===== config.mk =====
export PLATFORM = sky130hd
export DESIGN_NAME = rv_regfile
export DESIGN_NICKNAME = d
export VERILOG_FILES = /design/src/logic/rv_pkg.sv /design/src/logic/rv_i2c_edge.sv /design/src/logic/rv_regfile.sv
export SDC_FILE = /design/constraint.sdc
export NUM_CORES = 1
export LEC_CHECK = 0
export ABC_AREA = 1
export BUFFER_PORTS_ARGS = -buffer_cell sky130_fd_sc_hd__buf_4
export CELL_PAD_IN_SITES_DETAIL_PLACEMENT = 1
export CELL_PAD_IN_SITES_GLOBAL_PLACEMENT = 1
export CORE_MARGIN = 3
export CORE_UTILIZATION = 30
export DETAILED_ROUTE_END_ITERATION = 8
export HOLD_SLACK_MARGIN = 0.08
export PLACE_DENSITY_LB_ADDON = 0.1
export SLEW_MARGIN = 20
export SYNTH_ARGS = -nofsm -noshare
export SYNTH_HDL_FRONTEND = slang
export SYNTH_SLANG_ARGS = --single-unit

===== constraint.sdc =====
create_clock -name clock -period 2.4 [get_ports clock]
set_clock_uncertainty 0.15 [all_clocks]
set_input_delay 0.24 -clock clock [delete_from_list [all_inputs] [get_ports clock]]
set_output_delay 0.24 -clock clock [all_outputs]
set_load 0.02 [all_outputs]

===== src/logic/rv_pkg.sv =====
// Purpose: Shared constants and types for the regulator serial register file.
// Assumes: One 10 MHz clock; serial pins sampled as synchronous inputs.
// Notes:   Offsets, reset values and timing counts live here only.
`default_nettype none
package rv_pkg;
    // Fixed target address on the serial bus; no pin or register alters it.
    localparam logic [6:0] RV_DEV_ADDR     = 7'h70;

    // Command codes that select a register.
    localparam logic [7:0] RV_CMD_CEIL     = 8'h02;
    localparam logic [7:0] RV_CMD_FLAGS    = 8'h04;
    localparam logic [7:0] RV_CMD_MASK     = 8'h05;
    localparam logic [7:0] RV_CMD_RAMP     = 8'h06;
    localparam logic [7:0] RV_CMD_TARGET   = 8'h07;
    localparam logic [7:0] RV_CMD_CURR     = 8'h08;

    // Reset values.
    localparam logic [7:0] RV_CEIL_RST     = 8'h51;
    localparam logic [7:0] RV_MASK_RST     = 8'h00;
    localparam logic [7:0] RV_RAMP_RST     = 8'h04;
    localparam logic [7:0] RV_TARGET_RST   = 8'h33;
    localparam logic [7:0] RV_ZERO_BYTE    = 8'h00;

    // Ceiling code limits: 10 mV steps, code 01 is 0.510 V and 7E is 1.76 V.
    localparam logic [7:0] RV_CEIL_MIN     = 8'h01;
    localparam logic [7:0] RV_CEIL_MAX     = 8'h7E;

    // Flag register layout.
    localparam int unsigned RV_BIT_HOT     = 5;
    localparam int unsigned RV_BIT_LOW     = 4;
    localparam int unsigned RV_BIT_HIGH    = 3;
    localparam int unsigned RV_BIT_EXCESS  = 2;
    localparam int unsigned RV_BIT_CEILV   = 1;
    localparam int unsigned RV_BIT_SUM     = 0;
    localparam logic [7:0] RV_MASK_USED    = 8'h3E;

    // Timing, in printed units, and cycle counts derived from the clock period.
    localparam int unsigned RV_CLK_PERIOD_NS = 100;
    localparam int unsigned RV_START_DLY_NS  = 500;
    localparam int unsigned RV_LOW_HOLD_US   = 200;
    localparam int unsigned RV_MON_PERIOD_US = 400;
    localparam logic [11:0] RV_START_CYC =
        12'((RV_START_DLY_NS + RV_CLK_PERIOD_NS - 1) / RV_CLK_PERIOD_NS);
    localparam logic [11:0] RV_LOW_HOLD_CYC =
        12'((RV_LOW_HOLD_US * 1000 + RV_CLK_PERIOD_NS - 1) / RV_CLK_PERIOD_NS);
    localparam logic [11:0] RV_MON_CYC =
        12'((RV_MON_PERIOD_US * 1000) / RV_CLK_PERIOD_NS);

    localparam logic [3:0] RV_BYTE_BITS    = 4'h8;

    // Fault and alarm conditions reported by the analog side.
    typedef struct packed {
        logic hot;     // Temperature sense below threshold.
        logic low;     // Output 200 mV or more below target.
        logic high;    // Output overvoltage condition.
        logic excess;  // Output overcurrent condition.
    } rv_fault_type;

    // Bus events decoded from the sampled serial pins.
    typedef struct packed {
        logic start;
        logic stop;
        logic rise;
        logic fall;
        logic sda;
    } rv_bus_ev_type;

    typedef enum logic [3:0] {
        RV_IDLE, RV_ADDR, RV_ACK_A, RV_CMD, RV_ACK_C,
        RV_WDATA, RV_ACK_D, RV_RDATA, RV_RACK, RV_SKIP
    } rv_state_type;
endpackage
`default_nettype wire


===== src/logic/rv_i2c_edge.sv =====
// Purpose: Turns sampled serial clock and data into start, stop and edge events.
// Assumes: Pins are synchronous to clock and slower than a third of its rate.
// Notes:   Combinational events are valid for one cycle each.
`timescale 1ns/100ps
`default_nettype none
module rv_i2c_edge (
    input  wire logic              clock,   // System clock.
    input  wire logic              rst,     // Synchronous reset, active high.
    input  wire logic              scl,     // Serial clock pin level.
    input  wire logic              sda_in,  // Serial data pin level.
    output rv_pkg::rv_bus_ev_type  ev       // Decoded bus events.
);
    logic scl_prev_r;
    logic sda_prev_r;

    // Previous levels; reset to the idle-high bus so no false edge follows reset.
    always_ff @(posedge clock)
    begin
        if (rst)
        begin
            scl_prev_r <= 1'b1;
            sda_prev_r <= 1'b1;
        end
        else
        begin
            scl_prev_r <= scl;
            sda_prev_r <= sda_in;
        end
    end

    // Data changing while the clock is high marks start or stop.
    always_comb
    begin
        ev.start = scl & scl_prev_r & sda_prev_r & ~sda_in;
        ev.stop  = scl & scl_prev_r & ~sda_prev_r & sda_in;
        ev.rise  = scl & ~scl_prev_r;
        ev.fall  = ~scl & scl_prev_r;
        ev.sda   = sda_in;
    end
endmodule
`default_nettype wire


===== src/logic/rv_regfile.sv =====
// Purpose: Serial-bus target register file of a step-down regulator controller.
// Assumes: Serial pins synchronous to a 10 MHz clock; analog side supplies flags.
// Notes:   Single-byte writes and single-byte repeated-start reads only.
// Function
// Answer only at the fixed address 70h.
// Serial transfers up to high-speed rate, never above 3.4 MHz; here the pins must run slower than a third of the 10 MHz clock.
// Ceiling register is read/write, resets to 51h (1.3 V).
// Ceiling code limited to the 0.510 V to 1.76 V range.
// Oversized target is acknowledged but ramps only to the ceiling.
// Flags: hot D5, low D4, high D3, excess D2, ceiling D1, summary D0.
// Flag bits D7 and D6 always read zero.
// Each flag sets on its condition regardless of the mask.
// Mask bit blocks that flag from the alert; mask resets to zero.
// Summary bit set when any unmasked flag is active; here the excess term uses the live condition, not the sticky D2 flag.
// Ramp-rate register read/write, sets slew, resets to 04h.
// Target write starts ramp 0.5 us after acknowledge; resets to 33h.
// Current register read-only, average current, refreshed every 400 us.
// Hot flag set while temperature sense is below threshold.
// Low flag set after output stays low for 200 us.
// Ceiling step is 10 mV; its top bit reads back zero.
// Ceiling flag set when target exceeds ceiling, clears when rewritten lower.
// Excess flag sticky until read after condition ends; no lasting alert.
// Alert is active low, open drain, released in normal operation.
// Write is address, command, data; read is command then repeated start.
// Reserved or read-only writes ignored; reserved reads return zero.
`timescale 1ns/100ps
`default_nettype none
module rv_regfile (
    input  wire logic                 clock,          // System clock, 10 MHz.
    input  wire logic                 rst,            // Synchronous reset, active high.
    input  wire logic                 scl,            // Serial clock pin.
    input  wire logic                 sda_in,         // Serial data pin level.
    output logic                      sda_out,        // Serial data drive value, always 0.
    output logic                      sda_oe_n,       // Serial data enable, low drives.
    input  wire rv_pkg::rv_fault_type fault_in,       // Analog fault conditions.
    input  wire logic [7:0]           current_sample, // Averaged current from the converter.
    output logic                      alert_out,      // Alert drive value, always 0.
    output logic                      alert_oe_n,     // Alert enable, low pulls the pin low.
    output logic [7:0]                vout_code,      // Applied output code after clamp.
    output logic [7:0]                ramp_rate,      // Slew setting to the ramp generator.
    output logic                      ramp_start      // One-cycle pulse starting a ramp.
);
    rv_pkg::rv_bus_ev_type ev;
    rv_pkg::rv_state_type  state_r;
    logic [3:0]  cnt_r;
    logic [7:0]  sh_r;
    logic [7:0]  tx_r;
    logic        rw_r;
    logic [7:0]  cmd_r;
    logic [6:0]  ceil_r;
    logic [7:0]  mask_r;
    logic [7:0]  target_r;
    logic [7:0]  ramp_r;
    logic [7:0]  curr_r;
    logic        excess_r;
    logic        low_flag_r;
    logic [11:0] low_cnt_r;
    logic [11:0] mon_cnt_r;
    logic [11:0] dly_cnt_r;
    logic        dly_busy_r;
    logic        byte_done;
    logic        wr_now;
    logic        rd_load;
    logic        ceil_viol;
    logic [5:1]  alert_terms;
    logic        summary;
    logic [7:0]  flags;
    logic [7:0]  rd_data;

    // Smaller of two codes; used for the ceiling limit and the target clamp.
    function automatic logic [7:0] rv_min(input logic [7:0] a, input logic [7:0] b);
        rv_min = (a < b) ? a : b;
    endfunction

    rv_i2c_edge u_edge (
        .clock  (clock),
        .rst    (rst),
        .scl    (scl),
        .sda_in (sda_in),
        .ev     (ev)
    );

    assign byte_done = (cnt_r == rv_pkg::RV_BYTE_BITS);
    assign wr_now    = (state_r == rv_pkg::RV_WDATA) && ev.fall && byte_done;
    assign rd_load   = (state_r == rv_pkg::RV_ACK_A) && ev.fall && rw_r;

    // Live flag image; the unused top bits stay zero.
    always_comb
    begin
        ceil_viol   = target_r > {1'b0, ceil_r};
        alert_terms = {fault_in.hot, low_flag_r, fault_in.high,
                       fault_in.excess, ceil_viol} & ~mask_r[5:1];
        summary     = |alert_terms;
        flags                       = rv_pkg::RV_ZERO_BYTE;
        flags[rv_pkg::RV_BIT_HOT]    = fault_in.hot;
        flags[rv_pkg::RV_BIT_LOW]    = low_flag_r;
        flags[rv_pkg::RV_BIT_HIGH]   = fault_in.high;
        flags[rv_pkg::RV_BIT_EXCESS] = excess_r;
        flags[rv_pkg::RV_BIT_CEILV]  = ceil_viol;
        flags[rv_pkg::RV_BIT_SUM]    = summary;
    end

    // Read multiplexer; reserved codes answer zero.
    always_comb
    begin
        if (cmd_r == rv_pkg::RV_CMD_CEIL)
            rd_data = {1'b0, ceil_r};
        else if (cmd_r == rv_pkg::RV_CMD_FLAGS)
            rd_data = flags;
        else if (cmd_r == rv_pkg::RV_CMD_MASK)
            rd_data = mask_r;
        else if (cmd_r == rv_pkg::RV_CMD_RAMP)
            rd_data = ramp_r;
        else if (cmd_r == rv_pkg::RV_CMD_TARGET)
            rd_data = target_r;
        else if (cmd_r == rv_pkg::RV_CMD_CURR)
            rd_data = curr_r;
        else
            rd_data = rv_pkg::RV_ZERO_BYTE;
    end

    // Protocol engine. Bits are sampled on clock rise and driven after clock fall,
    // so data never changes while the master's clock is high.
    always_ff @(posedge clock)
    begin
        if (rst)
        begin
            state_r  <= rv_pkg::RV_IDLE;
            cnt_r    <= '0;
            sh_r     <= '0;
            tx_r     <= '0;
            rw_r     <= 1'b0;
            cmd_r    <= '0;
            sda_oe_n <= 1'b1;
        end
        else if (ev.start)
        begin
            state_r  <= rv_pkg::RV_ADDR;
            cnt_r    <= '0;
            sda_oe_n <= 1'b1;
        end
        else if (ev.stop)
        begin
            state_r  <= rv_pkg::RV_IDLE;
            sda_oe_n <= 1'b1;
        end
        else if (ev.rise)
        begin
            sh_r  <= {sh_r[6:0], ev.sda};
            cnt_r <= cnt_r + 4'h1;
        end
        else if (ev.fall)
        begin
            case (state_r)
                rv_pkg::RV_ADDR:
                    if (byte_done)
                    begin
                        if (sh_r[7:1] == rv_pkg::RV_DEV_ADDR)
                        begin
                            rw_r     <= sh_r[0];
                            sda_oe_n <= 1'b0;
                            state_r  <= rv_pkg::RV_ACK_A;
                        end
                        else
                            state_r <= rv_pkg::RV_SKIP;
                    end
                rv_pkg::RV_ACK_A:
                begin
                    cnt_r <= '0;
                    if (rw_r)
                    begin
                        tx_r     <= rd_data;
                        sda_oe_n <= rd_data[7];
                        state_r  <= rv_pkg::RV_RDATA;
                    end
                    else
                    begin
                        sda_oe_n <= 1'b1;
                        state_r  <= rv_pkg::RV_CMD;
                    end
                end
                rv_pkg::RV_CMD:
                    if (byte_done)
                    begin
                        cmd_r    <= sh_r;
                        sda_oe_n <= 1'b0;
                        state_r  <= rv_pkg::RV_ACK_C;
                    end
                rv_pkg::RV_ACK_C:
                begin
                    cnt_r    <= '0;
                    sda_oe_n <= 1'b1;
                    state_r  <= rv_pkg::RV_WDATA;
                end
                rv_pkg::RV_WDATA:
                    if (byte_done)
                    begin
                        sda_oe_n <= 1'b0;
                        state_r  <= rv_pkg::RV_ACK_D;
                    end
                rv_pkg::RV_ACK_D:
                begin
                    sda_oe_n <= 1'b1;
                    state_r  <= rv_pkg::RV_SKIP;
                end
                rv_pkg::RV_RDATA:
                    if (byte_done)
                    begin
                        sda_oe_n <= 1'b1;
                        state_r  <= rv_pkg::RV_RACK;
                    end
                    else
                    begin
                        tx_r     <= {tx_r[6:0], 1'b0};
                        sda_oe_n <= tx_r[6];
                    end
                rv_pkg::RV_RACK:
                    state_r <= rv_pkg::RV_SKIP;
                default:
                    state_r <= state_r;
            endcase
        end
    end

    // Writable registers; read-only and reserved codes fall through untouched.
    always_ff @(posedge clock)
    begin
        if (rst)
        begin
            ceil_r   <= rv_pkg::RV_CEIL_RST[6:0];
            mask_r   <= rv_pkg::RV_MASK_RST;
            ramp_r   <= rv_pkg::RV_RAMP_RST;
            target_r <= rv_pkg::RV_TARGET_RST;
        end
        else if (wr_now)
        begin
            if (cmd_r == rv_pkg::RV_CMD_CEIL)
                ceil_r <= 7'(rv_min(rv_pkg::RV_CEIL_MAX,
                                    (sh_r < rv_pkg::RV_CEIL_MIN) ? rv_pkg::RV_CEIL_MIN
                                                                 : sh_r));
            else if (cmd_r == rv_pkg::RV_CMD_MASK)
                mask_r <= sh_r & rv_pkg::RV_MASK_USED;
            else if (cmd_r == rv_pkg::RV_CMD_RAMP)
                ramp_r <= sh_r;
            else if (cmd_r == rv_pkg::RV_CMD_TARGET)
                target_r <= sh_r;
        end
    end

    // Delay from the data acknowledge to the ramp start, then apply the clamped code.
    always_ff @(posedge clock)
    begin
        if (rst)
        begin
            dly_busy_r <= 1'b0;
            dly_cnt_r  <= '0;
            ramp_start <= 1'b0;
            vout_code  <= rv_pkg::RV_TARGET_RST;
        end
        else
        begin
            ramp_start <= 1'b0;
            if (wr_now && (cmd_r == rv_pkg::RV_CMD_TARGET))
            begin
                dly_busy_r <= 1'b1;
                dly_cnt_r  <= '0;
            end
            else if (dly_busy_r)
            begin
                dly_cnt_r <= dly_cnt_r + 12'h001;
                if (dly_cnt_r == rv_pkg::RV_START_CYC - 12'h001)
                begin
                    dly_busy_r <= 1'b0;
                    ramp_start <= 1'b1;
                    vout_code  <= rv_min(target_r, {1'b0, ceil_r});
                end
            end
        end
    end

    // Low-output flag needs the condition unbroken for the hold time.
    always_ff @(posedge clock)
    begin
        if (rst)
        begin
            low_cnt_r  <= '0;
            low_flag_r <= 1'b0;
        end
        else if (!fault_in.low)
        begin
            low_cnt_r  <= '0;
            low_flag_r <= 1'b0;
        end
        else if (low_cnt_r == rv_pkg::RV_LOW_HOLD_CYC - 12'h001)
            low_flag_r <= 1'b1;
        else
            low_cnt_r <= low_cnt_r + 12'h001;
    end

    // Sticky excess-current flag; a new event in the read cycle wins over the clear.
    always_ff @(posedge clock)
    begin
        if (rst)
            excess_r <= 1'b0;
        else if (fault_in.excess)
            excess_r <= 1'b1;
        else if (rd_load && (cmd_r == rv_pkg::RV_CMD_FLAGS))
            excess_r <= 1'b0;
    end

    // Current monitor snapshot; software sees a stable value between refreshes.
    always_ff @(posedge clock)
    begin
        if (rst)
        begin
            mon_cnt_r <= '0;
            curr_r    <= rv_pkg::RV_ZERO_BYTE;
        end
        else if (mon_cnt_r == rv_pkg::RV_MON_CYC - 12'h001)
        begin
            mon_cnt_r <= '0;
            curr_r    <= current_sample;
        end
        else
            mon_cnt_r <= mon_cnt_r + 12'h001;
    end

    // Open-drain pins: value fixed low, enable pulled low only to signal.
    always_ff @(posedge clock)
    begin
        if (rst)
        begin
            sda_out    <= 1'b0;
            alert_out  <= 1'b0;
            alert_oe_n <= 1'b1;
            ramp_rate  <= rv_pkg::RV_RAMP_RST;
        end
        else
        begin
            sda_out    <= 1'b0;
            alert_out  <= 1'b0;
            alert_oe_n <= ~summary;
            ramp_rate  <= ramp_r;
        end
    end
endmodule
`default_nettype wire


==> results.cfg, run 1 <==
[power_and_ir_drop]
vdd_ir_drop_max_uv = 447.9
power_mw = 5.114
power-per-cell-area_nw_per_um2 = 696.3
cellLeakagePower_nw = 2.955

[floorplan]
number_of_placed_i_o_pins = 37
placement_rows = 51
die_h_um = 147.4
die_x_um = 147.4
design.die.area_sq_um = 21720
initial_standard_cell_utilization_of_the_core_pct = 30.71
core_area_sq_um = 19530

[finish]
most_used_cells_in_the_layout_excluding_fill_and_tap_cells = sky130_fd_sc_hd__dfxtp_1, sky130_fd_sc_hd__nand2_1, sky130_fd_sc_hd__inv_1
area_growth_syn_to_layout_pct = 22.47
nNetsFinal = 908
commonest_non_fill_non_tap_cell_in_the_layout = sky130_fd_sc_hd__dfxtp_1
instances_no_fill = 1154
layout-drive-gt1-share_pct = 13.16
antenna-diode-count = 0

[timing]
fin_crit_sh_pct = 89.99
timing.setup.tns_ns = 0
setup_viol = 0
grt_setup_unrepaired = false
final-hold-violation-count = 0
shortest_period_the_worst_path_allows_ns = 2.160
max_slew_margin_pct = 64.30
final_max_slew_viol_count = 0
holdWs_ns = 0.1605
max_slew.worst_pin.slew_ns = 0.5342
clock.fmax_mhz = 463.0

[placement]
dp_cells = 1109
finalWeightedCongestion = 0.8641
place_hpwl_um = 13260
placement.io_buffers = 34

[synthesis]
synthDominantAreaCellType = sky130_fd_sc_hd__dfxtp_1
ys_ff_latch = 128
synth_area_leaders = sky130_fd_sc_hd__dfxtp_1, sky130_fd_sc_hd__nand2_1, sky130_fd_sc_hd__inv_1
synth_enable_flop_cells = 0
syn-instance-count = 812
mappedNetlistArea_sq_um = 5997
synth_warnings = 0
post-synth-top-area-fraction_pct = 42.73
yosys.cell_types.count = 47
synth_seq_area_share_pct = 42.73
syn_area_per_cell_sq_um = 7.385
synthArstFlopShare_pct = 0
synth-main-ff-cell = sky130_fd_sc_hd__dfxtp_1

[clocking]
cts_tree = built
cts_root_buffer = sky130_fd_sc_hd__clkbuf_16
cts_post_setup_buffers_inserted = 0
htree_num_levels = 4
path_clk_slew_ns = 0.06
clock_tree.buffer_depth = 2
numClockSinks = 128
tritoncts.num_buffers = 17
clkLatencyLatePin_ns = 0.43
postCtsHoldBufs = 13
cts-resized-gates = 0

[grt]
first_pass_grt_wire_length_um = 29610
grt_max_degree = 39
global_route.overflow_total = 0
antenna_found_initial = 0
track_usage_pct = 17.02
number_of_global_route_vias_before_repair = 5775

[job]
maxCapViolations = 0

[critical_path]
data_arrival_critical_path_ns = 2.32
worst_setup_path_end_kind = register
setup.worst_path.class = input pin to register
timing.critical_path.required_ns = 2.56
cp_max_fo = 13
critical_path_launch_point_type = input pin

[detailed_routing]
first_iter_violations = 178
remaining_drc_errors = 0
via_count = 5531
final_antenna_net_count = 0
detail_route.vias_per_cell = 4.793
avgRoutedWirePerCell_um = 15.39
finalWirelength_um = 17760
drt_pass1_iterations = 4

[outcome]
outcome = complete, no violations

[min_path]
hp-class = input pin to register
[synth_stat cells, types with 6 or more instances]
library cell	count
sky130_fd_sc_hd__clkbuf_1	10
sky130_fd_sc_hd__xor2_1	9
sky130_fd_sc_hd__nand3_1	35
sky130_fd_sc_hd__ha_1	16
sky130_fd_sc_hd__o22ai_1	6
sky130_fd_sc_hd__o211ai_1	11
sky130_fd_sc_hd__nand4_1	17
sky130_fd_sc_hd__o21ai_0	52
sky130_fd_sc_hd__nor3_1	23
sky130_fd_sc_hd__nor2_1	104
sky130_fd_sc_hd__nand2_1	123
sky130_fd_sc_hd__a21oi_1	78
sky130_fd_sc_hd__dfxtp_1	128
sky130_fd_sc_hd__buf_2	7
sky130_fd_sc_hd__inv_1	113
sky130_fd_sc_hd__a211oi_1	16
[sequential cells by signal, summed over array words and instances, names as in the netlist, 7 cells and up]
| signal | cells |
|---|---|
| dly_cnt_r | 12 |
| low_cnt_r | 12 |
| mon_cnt_r | 12 |
| cmd_r | 8 |
| curr_r | 8 |
| ramp_r | 8 |
| ramp_rate | 8 |
| sh_r | 8 |
| target_r | 8 |
| vout_code | 8 |
| ceil_r | 7 |
| tx_r | 7 |
[layout make-up]
class | instances | area [sq um]
fillers | 2457 | 12180
well taps | 265 | 331.6
clock inverters | 13 | 148.9
repair buffers | 68 | 543.0
multi-input cells | 542 | 2856
clock buffers | 19 | 452.9
flip-flops and latches | 128 | 2562
inverters | 119 | 449.2
[per-layer routing]
metal / share of wire [%] / wire, um / up-vias / track usage [%]
li1: - / - / 2801 / -
met1: 48 / 8610 / 2645 / 22.40
met2: 47 / 8373 / 69 / 27.88
met3: 2.8 / 490 / 16 / 3.219
met4: 1.6 / 289 / 0 / 6.384
met5: 0 / 0 / - / 0
[path summary, 6_finish.rpt]
path / startpoint / cells past startpoint / slack (ns) / end
setup / recovery: scl / 12 / 0.24 / vout_code[4]
hold reg to reg: mon_cnt_r[0] / 1 / 0.30 / mon_cnt_r[0]
setup reg to reg: cnt_r[0] / 12 / 0.29 / vout_code[4]
hold / removal: rst / 3 / 0.16 / u_edge.sda_prev_r
[worst max-delay path, stage by stage]
cell                            delay [ns]
sky130_fd_sc_hd__dlygate4sd3_1        0.54
sky130_fd_sc_hd__buf_4                0.12
sky130_fd_sc_hd__inv_1                0.05
sky130_fd_sc_hd__ha_1                 0.28
sky130_fd_sc_hd__nand4_4              0.16
sky130_fd_sc_hd__inv_2                0.06
sky130_fd_sc_hd__nand2_2              0.22
sky130_fd_sc_hd__inv_4                0.09
sky130_fd_sc_hd__nor2_4               0.23
sky130_fd_sc_hd__o21ai_0              0.13
sky130_fd_sc_hd__o22ai_1              0.12
sky130_fd_sc_hd__nand2_1              0.07
[cells by family after synthesis]
kind of cell | Yosys count | share of synthesized area [%]
simple gates | 332 | 25.41
compound gates | 180 | 17.00
buf+inv | 143 | 9.702
flops | 128 | 42.73
fa+ha+maj | 16 | 3.338
xor+xnor | 12 | 1.753
other cells | 1 | 0.06253
[through the flow]
step	utilization [%]	setup WS [ns]	area, sq um
finish	37.61	0.2402	7345
global route	37.61	0.02397	7345
CTS	37.61	0.2530	7345
detailed placement	33.87	0.2683	6613
global placement	33.87	0.3587	6613
floorplan	-	0.6245	6001
[where the power goes]
part / total [mW] / internal [mW] / leakage, nW / switching, mW
sequential: 2.18 / 2.15 / 1.03 / 0.0322
combinational: 0.290 / 0.101 / 1.63 / 0.189
clock: 2.64 / 1.60 / 0.287 / 1.04
Power figures use the tool's default switching activity.
==> inputs of run 2 (changes only) <==
--- a/config.mk
+++ b/config.mk
@@ -7,13 +7,10 @@
 export LEC_CHECK = 0
 export ABC_AREA = 1
 export BUFFER_PORTS_ARGS = -buffer_cell sky130_fd_sc_hd__buf_4
-export CELL_PAD_IN_SITES_DETAIL_PLACEMENT = 1
-export CELL_PAD_IN_SITES_GLOBAL_PLACEMENT = 1
 export CORE_MARGIN = 3
-export CORE_UTILIZATION = 30
+export CORE_UTILIZATION = 45
 export DETAILED_ROUTE_END_ITERATION = 8
 export HOLD_SLACK_MARGIN = 0.08
-export PLACE_DENSITY_LB_ADDON = 0.1
 export SLEW_MARGIN = 20
 export SYNTH_ARGS = -nofsm -noshare
 export SYNTH_HDL_FRONTEND = slang
==> run 2 against run 1 <==
Flip-flop and latch count unchanged; utilization is 18 points higher; fmax is 1.8% higher; worst setup slack improved by 0.038 ns; worst hold slack lost 0.041 ns; sequential power barely moved; critical path type unchanged; largest power group unchanged; first-iteration DRC count is 150% higher; cell area is 3.0% lower; clock power decreased by 7.6%; clock-buffer cell count increased by 6; critical path depth is the same; largest cell class unchanged; sequential share of layout area is 1.1 points higher.
==> results.cfg, run 2 (synthesis results as in run 1) <==
[outcome]
outcome = complete, no violations

[finish]
nNetsFinal = 899
fillCellCount = 1210
most_used_cells_in_the_layout_excluding_fill_and_tap_cells = sky130_fd_sc_hd__dfxtp_1, sky130_fd_sc_hd__nand2_1, sky130_fd_sc_hd__inv_1
finish.utilization_pct = 55.55
layout-drive-gt1-share_pct = 11.96
area_growth_syn_to_layout_pct = 18.80
largestRegisters = dly_cnt_r: 12 flops, low_cnt_r: 12 flops, mon_cnt_r: 12 flops
commonest_non_fill_non_tap_cell_in_the_layout = sky130_fd_sc_hd__dfxtp_1
antenna-diode-count = 0

[floorplan]
die_h_um = 121.4
die_x_um = 121.4
initial_standard_cell_utilization_of_the_core_pct = 46.76
number_of_placed_i_o_pins = 37
placement_rows = 41
design.die.area_sq_um = 14750
core_area_sq_um = 12820

[critical_path]
cp_max_fo = 13
critical_path_launch_point_type = input pin
crit_buf_inv = 5
crit_path_max_incr_delay_ns = 0.52
timing.critical_path.required_ns = 2.55
worst_setup_path_end_kind = register
slowest_stage = sky130_fd_sc_hd__dlygate4sd3_1
timing.critical_path.mode_cell = sky130_fd_sc_hd__nand2_1
data_arrival_critical_path_ns = 2.27
setup.worst_path.class = input pin to register
critPathTopFamily = buffers and inverters
cp_cell_sequence = dlygate4sd3_1 > buf_4 > inv_1 > ha_1 > nand4_4 > inv_2 > nand2_2 > inv_4 > nor2_4 > nand2_1 > o22ai_1 > nand2_1

[detailed_routing]
detail_route.vias_per_cell = 5.179
finalWirelength_um = 14900
drt_pass1_iterations = 6
final_antenna_net_count = 0
remaining_drc_errors = 0
via_count = 5438
first_iter_violations = 438
avgRoutedWirePerCell_um = 14.19

[power_and_ir_drop]
p_int_mw = 3.818
power.combinational.fraction_pct = 5.5
swShare_pct = 22.00
share_seq_of_total_power_pct = 44.7
vdd_ir_drop_max_uv = 471.4
cellLeakagePower_nw = 2.909
power-per-cell-area_nw_per_um2 = 687.0
power_mw = 4.894
clock_power_share_pct = 49.8
netSwitchingPower_mw = 1.077

[timing]
fin_crit_sh_pct = 88.43
clock.fmax_mhz = 471.2
timing.setup.tns_ns = 0
final-hold-violation-count = 0
grt_setup_unrepaired = false
shortest_period_the_worst_path_allows_ns = 2.122
final_max_slew_viol_count = 0
setup_viol = 0

[clocking]
path_clk_slew_ns = 0.05
clkLatencyLatePin_ns = 0.42
htree_num_levels = 4
cts_root_buffer = sky130_fd_sc_hd__clkbuf_16
cts-resized-gates = 0
clock_tree.buffer_depth = 2
tritoncts.num_buffers = 17
cts_tree = built
numClockSinks = 128

[grt]
number_of_global_route_vias_before_repair = 5327
global_route.overflow_total = 0
grt_max_degree = 39
track_usage_pct = 21.44
antenna_found_initial = 0
first_pass_grt_wire_length_um = 25100

[min_path]
hp-class = input pin to register

[placement]
finalWeightedCongestion = 0.9345
placement.io_buffers = 34
place_hpwl_um = 10980

[job]
maxCapViolations = 0
[run 2: cell count changes in the layout (fill, tap and decap cells not counted), sizes merged]
cell	previous run	this run
clkinvlp	3	1
bufinv	2	1
clkbuf	19	25
inv	124	119
dlygate4sd3	13	12
buf	55	47
[run 2: final timing paths]
| path | from | to | slack [ns] | cells after the start |
|---|---|---|---|---|
| worst max-delay path | scl | vout_code[0] | 0.28 | 12 |
| worst min-delay path | rst | cmd_r[2] | 0.12 | 4 |
| worst max register to register | cnt_r[0] | vout_code[0] | 0.32 | 12 |
| worst min register to register | mon_cnt_r[0] | mon_cnt_r[0] | 0.30 | 1 |
[run 2: worst min-delay path, delay by kind of cell]
| kind | cells | cell delay [ns] |
|---|---|---|
| buf+inv | 2 | 0.23 |
| compound gates | 2 | 0.16 |
[run 2: power groups by stage]
stage	logic [mW]	clock network, mW	registers, mW
CTS	0.268	2.49	2.18
global route	0.304	2.59	2.19
floorplan	0.171	0	2.22
detailed placement	0.251	0	2.23
finish	0.269	2.44	2.19
global placement	0.249	0	2.23
[run 2: stage by stage]
step                      std cells  worst slack [ns]  hold slack [ns]  area (sq um)
after floorplan                 813            0.6245           0.1903          6001
after global placement         1008            0.4055           0.2782          6436
after detailed placement       1008            0.3519           0.2887          6436
after CTS                      1050            0.2969           0.1102          7124
after global routing           1050           0.06141           0.1634          7124
final                          1050            0.2778           0.1198          7124
[run 2: final cells by class]
type | instances | area [sq um] | share of cell area, %
multi-input combinational | 542 | 2856 | 40.09
sequential | 128 | 2562 | 35.97
clock buffer | 25 | 515.5 | 7.236
timing repair buffer | 59 | 473.0 | 6.639
inverter | 119 | 449.2 | 6.305
tap | 172 | 215.2 | 3.021
clock inverter | 5 | 52.55 | 0.7376
[run 2: per-layer routing]
| layer | GRT usage, % | vias to the layer above | part of all wire, % |
|---|---|---|---|
| met3 | 5.548 | 30 | 5.0 |
| met4 | 9.314 | 0 | 2.7 |
| met2 | 35.79 | 146 | 48 |
| met1 | 26.04 | 2468 | 44 |
| met5 | 0 | - | 0 |
| li1 | - | 2794 | - |
[run 2: repair_timing]
item | CTS | global route
hold buffers | 12 | 0
endpoints found under the hold margin | 13 | 0
setup buffers | 0 | 0
==> inputs of run 3 (changes only) <==
--- a/config.mk
+++ b/config.mk
@@ -5,7 +5,6 @@
 export SDC_FILE = /design/constraint.sdc
 export NUM_CORES = 1
 export LEC_CHECK = 0
-export ABC_AREA = 1
 export BUFFER_PORTS_ARGS = -buffer_cell sky130_fd_sc_hd__buf_4
 export CORE_MARGIN = 3
 export CORE_UTILIZATION = 45
==> run 3 against run 2 <==
Clock-buffer cell count fell by 5; routed wire length rose by 9.5%; utilization rose by 0.87 points; register-to-register slack got worse by 0.22 ns; critical endpoint is now tx_r[4]; highest routed layer unchanged; critical path type is now register to register; flip-flop and latch count did not move; critical path depth fell by 7; synthesized cell count fell by 11%; via count rose by 0.15%; die area rose by 3.5%; clock power fell by 3%.
==> results.cfg, run 3 <==
[outcome]
outcome = complete, no violations

[finish]
antenna-diode-count = 0
most_used_cells_in_the_layout_excluding_fill_and_tap_cells = sky130_fd_sc_hd__dfxtp_1, sky130_fd_sc_hd__nor2_1, sky130_fd_sc_hd__buf_4
ff_latch_area_sq_um = 2562
nNetsFinal = 830
post-route-cell-area_sq_um = 7561
commonest_non_fill_non_tap_cell_in_the_layout = sky130_fd_sc_hd__dfxtp_1
multi_input_comb_area_sq_um = 3372
largestRegisters = dly_cnt_r: 12 flops, low_cnt_r: 12 flops, mon_cnt_r: 12 flops
fillCellCount = 1247
layout-drive-gt1-share_pct = 16.89
area_growth_syn_to_layout_pct = 21.64

[placement]
dpl-instance-area_sq_um = 6894
place_hpwl_um = 11930
placement.io_buffers = 34
finalWeightedCongestion = 0.9854
dp_slack_ns = 0.08424

[grt]
first_pass_grt_wire_length_um = 26250
antenna_found_initial = 0
grt_max_degree = 36
track_usage_pct = 22.54
number_of_global_route_vias_before_repair = 5057
global_route.overflow_total = 0

[critical_path]
ff2ff_path_depth = 5
regToRegEndpoint = tx_r[4]
reg2reg_setup_slack_ns = 0.1
cp-endpoint = tx_r[4]
cp_max_fo = 11
setup.worst_path.start = state_r[2]
critical_path_launch_point_type = register
cp_cell_sequence = nor4b_1 > a22o_1 > nand3_1 > a2111oi_1 > a211oi_1
regToRegStartpoint = state_r[2]
slowest_stage = sky130_fd_sc_hd__a2111oi_1
crit_path_max_incr_delay_ns = 0.57
data_arrival_critical_path_ns = 2.44
worst_setup_path_end_kind = register
timing.critical_path.required_ns = 2.53
setup.worst_path.class = register to register

[timing]
final-hold-violation-count = 0
final_max_slew_viol_count = 0
clock.fmax_mhz = 433.9
max_slew_margin_pct = 53.08
max_slew.worst_pin.slew_ns = 0.6974
shortest_period_the_worst_path_allows_ns = 2.304
setup_viol = 0
fin_crit_sh_pct = 96.02
grt_setup_unrepaired = false
setup_ws_ns = 0.09557
holdWs_ns = 0.2000
timing.setup.tns_ns = 0

[clocking]
numClockSinks = 128
htree_num_levels = 4
path_clk_slew_ns = 0.06
cts_root_buffer = sky130_fd_sc_hd__clkbuf_16
cts_tree = built
clock_tree.buffer_depth = 2
clkLatencyLatePin_ns = 0.42
cts_post_setup_buffers_inserted = 0
tritoncts.num_buffers = 17

[synthesis]
ys_ff_latch = 128
yosys.cell_types.count = 73
post-synth-top-area-fraction_pct = 41.22
synthTopCellsByCount = sky130_fd_sc_hd__dfxtp_1, sky130_fd_sc_hd__nor2_1, sky130_fd_sc_hd__nand2_1
synth_warnings = 0
mappedNetlistArea_sq_um = 6216
synth_area_leaders = sky130_fd_sc_hd__dfxtp_1, sky130_fd_sc_hd__mux2i_1, sky130_fd_sc_hd__nor2_1
synth_enable_flop_cells = 0
synth-main-ff-cell = sky130_fd_sc_hd__dfxtp_1
synth_seq_area_share_pct = 41.22
yosysMostFrequentCell = sky130_fd_sc_hd__dfxtp_1
syn-instance-count = 724
synthDominantAreaCellType = sky130_fd_sc_hd__dfxtp_1
syn_area_per_cell_sq_um = 8.586
synthArstFlopShare_pct = 0

[power_and_ir_drop]
power-per-cell-area_nw_per_um2 = 619.6
vdd_ir_drop_max_uv = 462.4
cellLeakagePower_nw = 3.123
power_mw = 4.685

[floorplan]
number_of_placed_i_o_pins = 37
die_x_um = 123.5
placement_rows = 42
initial_standard_cell_utilization_of_the_core_pct = 46.39
design.die.area_sq_um = 15260
die_h_um = 123.5
core_area_sq_um = 13400

[detailed_routing]
remaining_drc_errors = 0
first_iter_violations = 375
drt_pass1_iterations = 5
via_count = 5446
finalWirelength_um = 16320
avgRoutedWirePerCell_um = 16.54
final_antenna_net_count = 0
detail_route.vias_per_cell = 5.518

[min_path]
hold_path_startpoint = fault_in[2]
hp-class = input pin to register

[job]
maxCapViolations = 0
run 3: cells by family after synthesis:
family	count (synthesis)	share of synthesized area, %
DFF	128	41.22
xor gates and xnor gates	32	4.509
adders and majority gates	16	3.221
muxes	46	7.468
and+or+nand+nor	303	24.90
AOI/OAI and AO/OA	128	13.91
buffers and inverters	70	4.710
other	1	0.06033
run 3: power by group:
part	internal (mW)	switching (mW)	leakage (nW)	total, mW
combinational	0.0681	0.0906	1.82	0.159
clock	1.46	0.917	0.271	2.37
sequential	2.14	0.0123	1.03	2.15
total	3.66	1.02	3.12	4.68
run 3: what timing repair did:
| item | CTS | global route |
|---|---|---|
| gates resized for setup | 0 | 4 |
| hold endpoints to repair | 13 | 0 |
| endpoints found under the setup margin | 0 | 8 |
| hold buffers | 11 | 0 |
run 3: routing by layer:
| metal | track usage (%) | vias to the layer above | wire (um) |
|---|---|---|---|
| li1 | - | 2701 | - |
| met1 | 31.05 | 2575 | 7856 |
| met4 | 9.135 | 0 | 350 |
| met2 | 34.15 | 141 | 7302 |
| met5 | 0 | - | 0 |
| met3 | 5.078 | 29 | 811 |
run 3: final cells by class:
| type | instances | share of cell area (%) |
|---|---|---|
| multi-input combinational | 527 | 44.60 |
| sequential | 128 | 33.89 |
| timing repair buffer | 97 | 9.995 |
| clock buffer | 20 | 6.040 |
| tap | 176 | 2.912 |
| inverter | 27 | 1.340 |
| clock inverter | 12 | 1.225 |
run 3: worst max-delay path: cells and delay by family, from the launching register on:
family / cells / cell delay (ns)
flip-flops: 1 / 0.42
AO/OA/AOI/OAI: 3 / 0.93
AND/OR/NAND/NOR: 2 / 0.66
run 3: worst min path at each step:
stage / slack [ns] / endpoint / cells after the start
2_1_floorplan: 0.19 / u_edge.scl_prev_r / 2
3_3_place_gp: 0.28 / mon_cnt_r[0] / 1
3_5_place_dp: 0.29 / mon_cnt_r[0] / 1
4_1_cts: 0.18 / alert_oe_n / 6
5_1_grt: 0.21 / curr_r[1] / 3
6_report: 0.20 / low_cnt_r[3] / 3
run 3: stage by stage:
stage	util (%)	std cells
CTS	56.37	987
global placement	51.45	944
floorplan	-	725
detailed placement	51.45	944
finish	56.42	987
global route	56.42	987
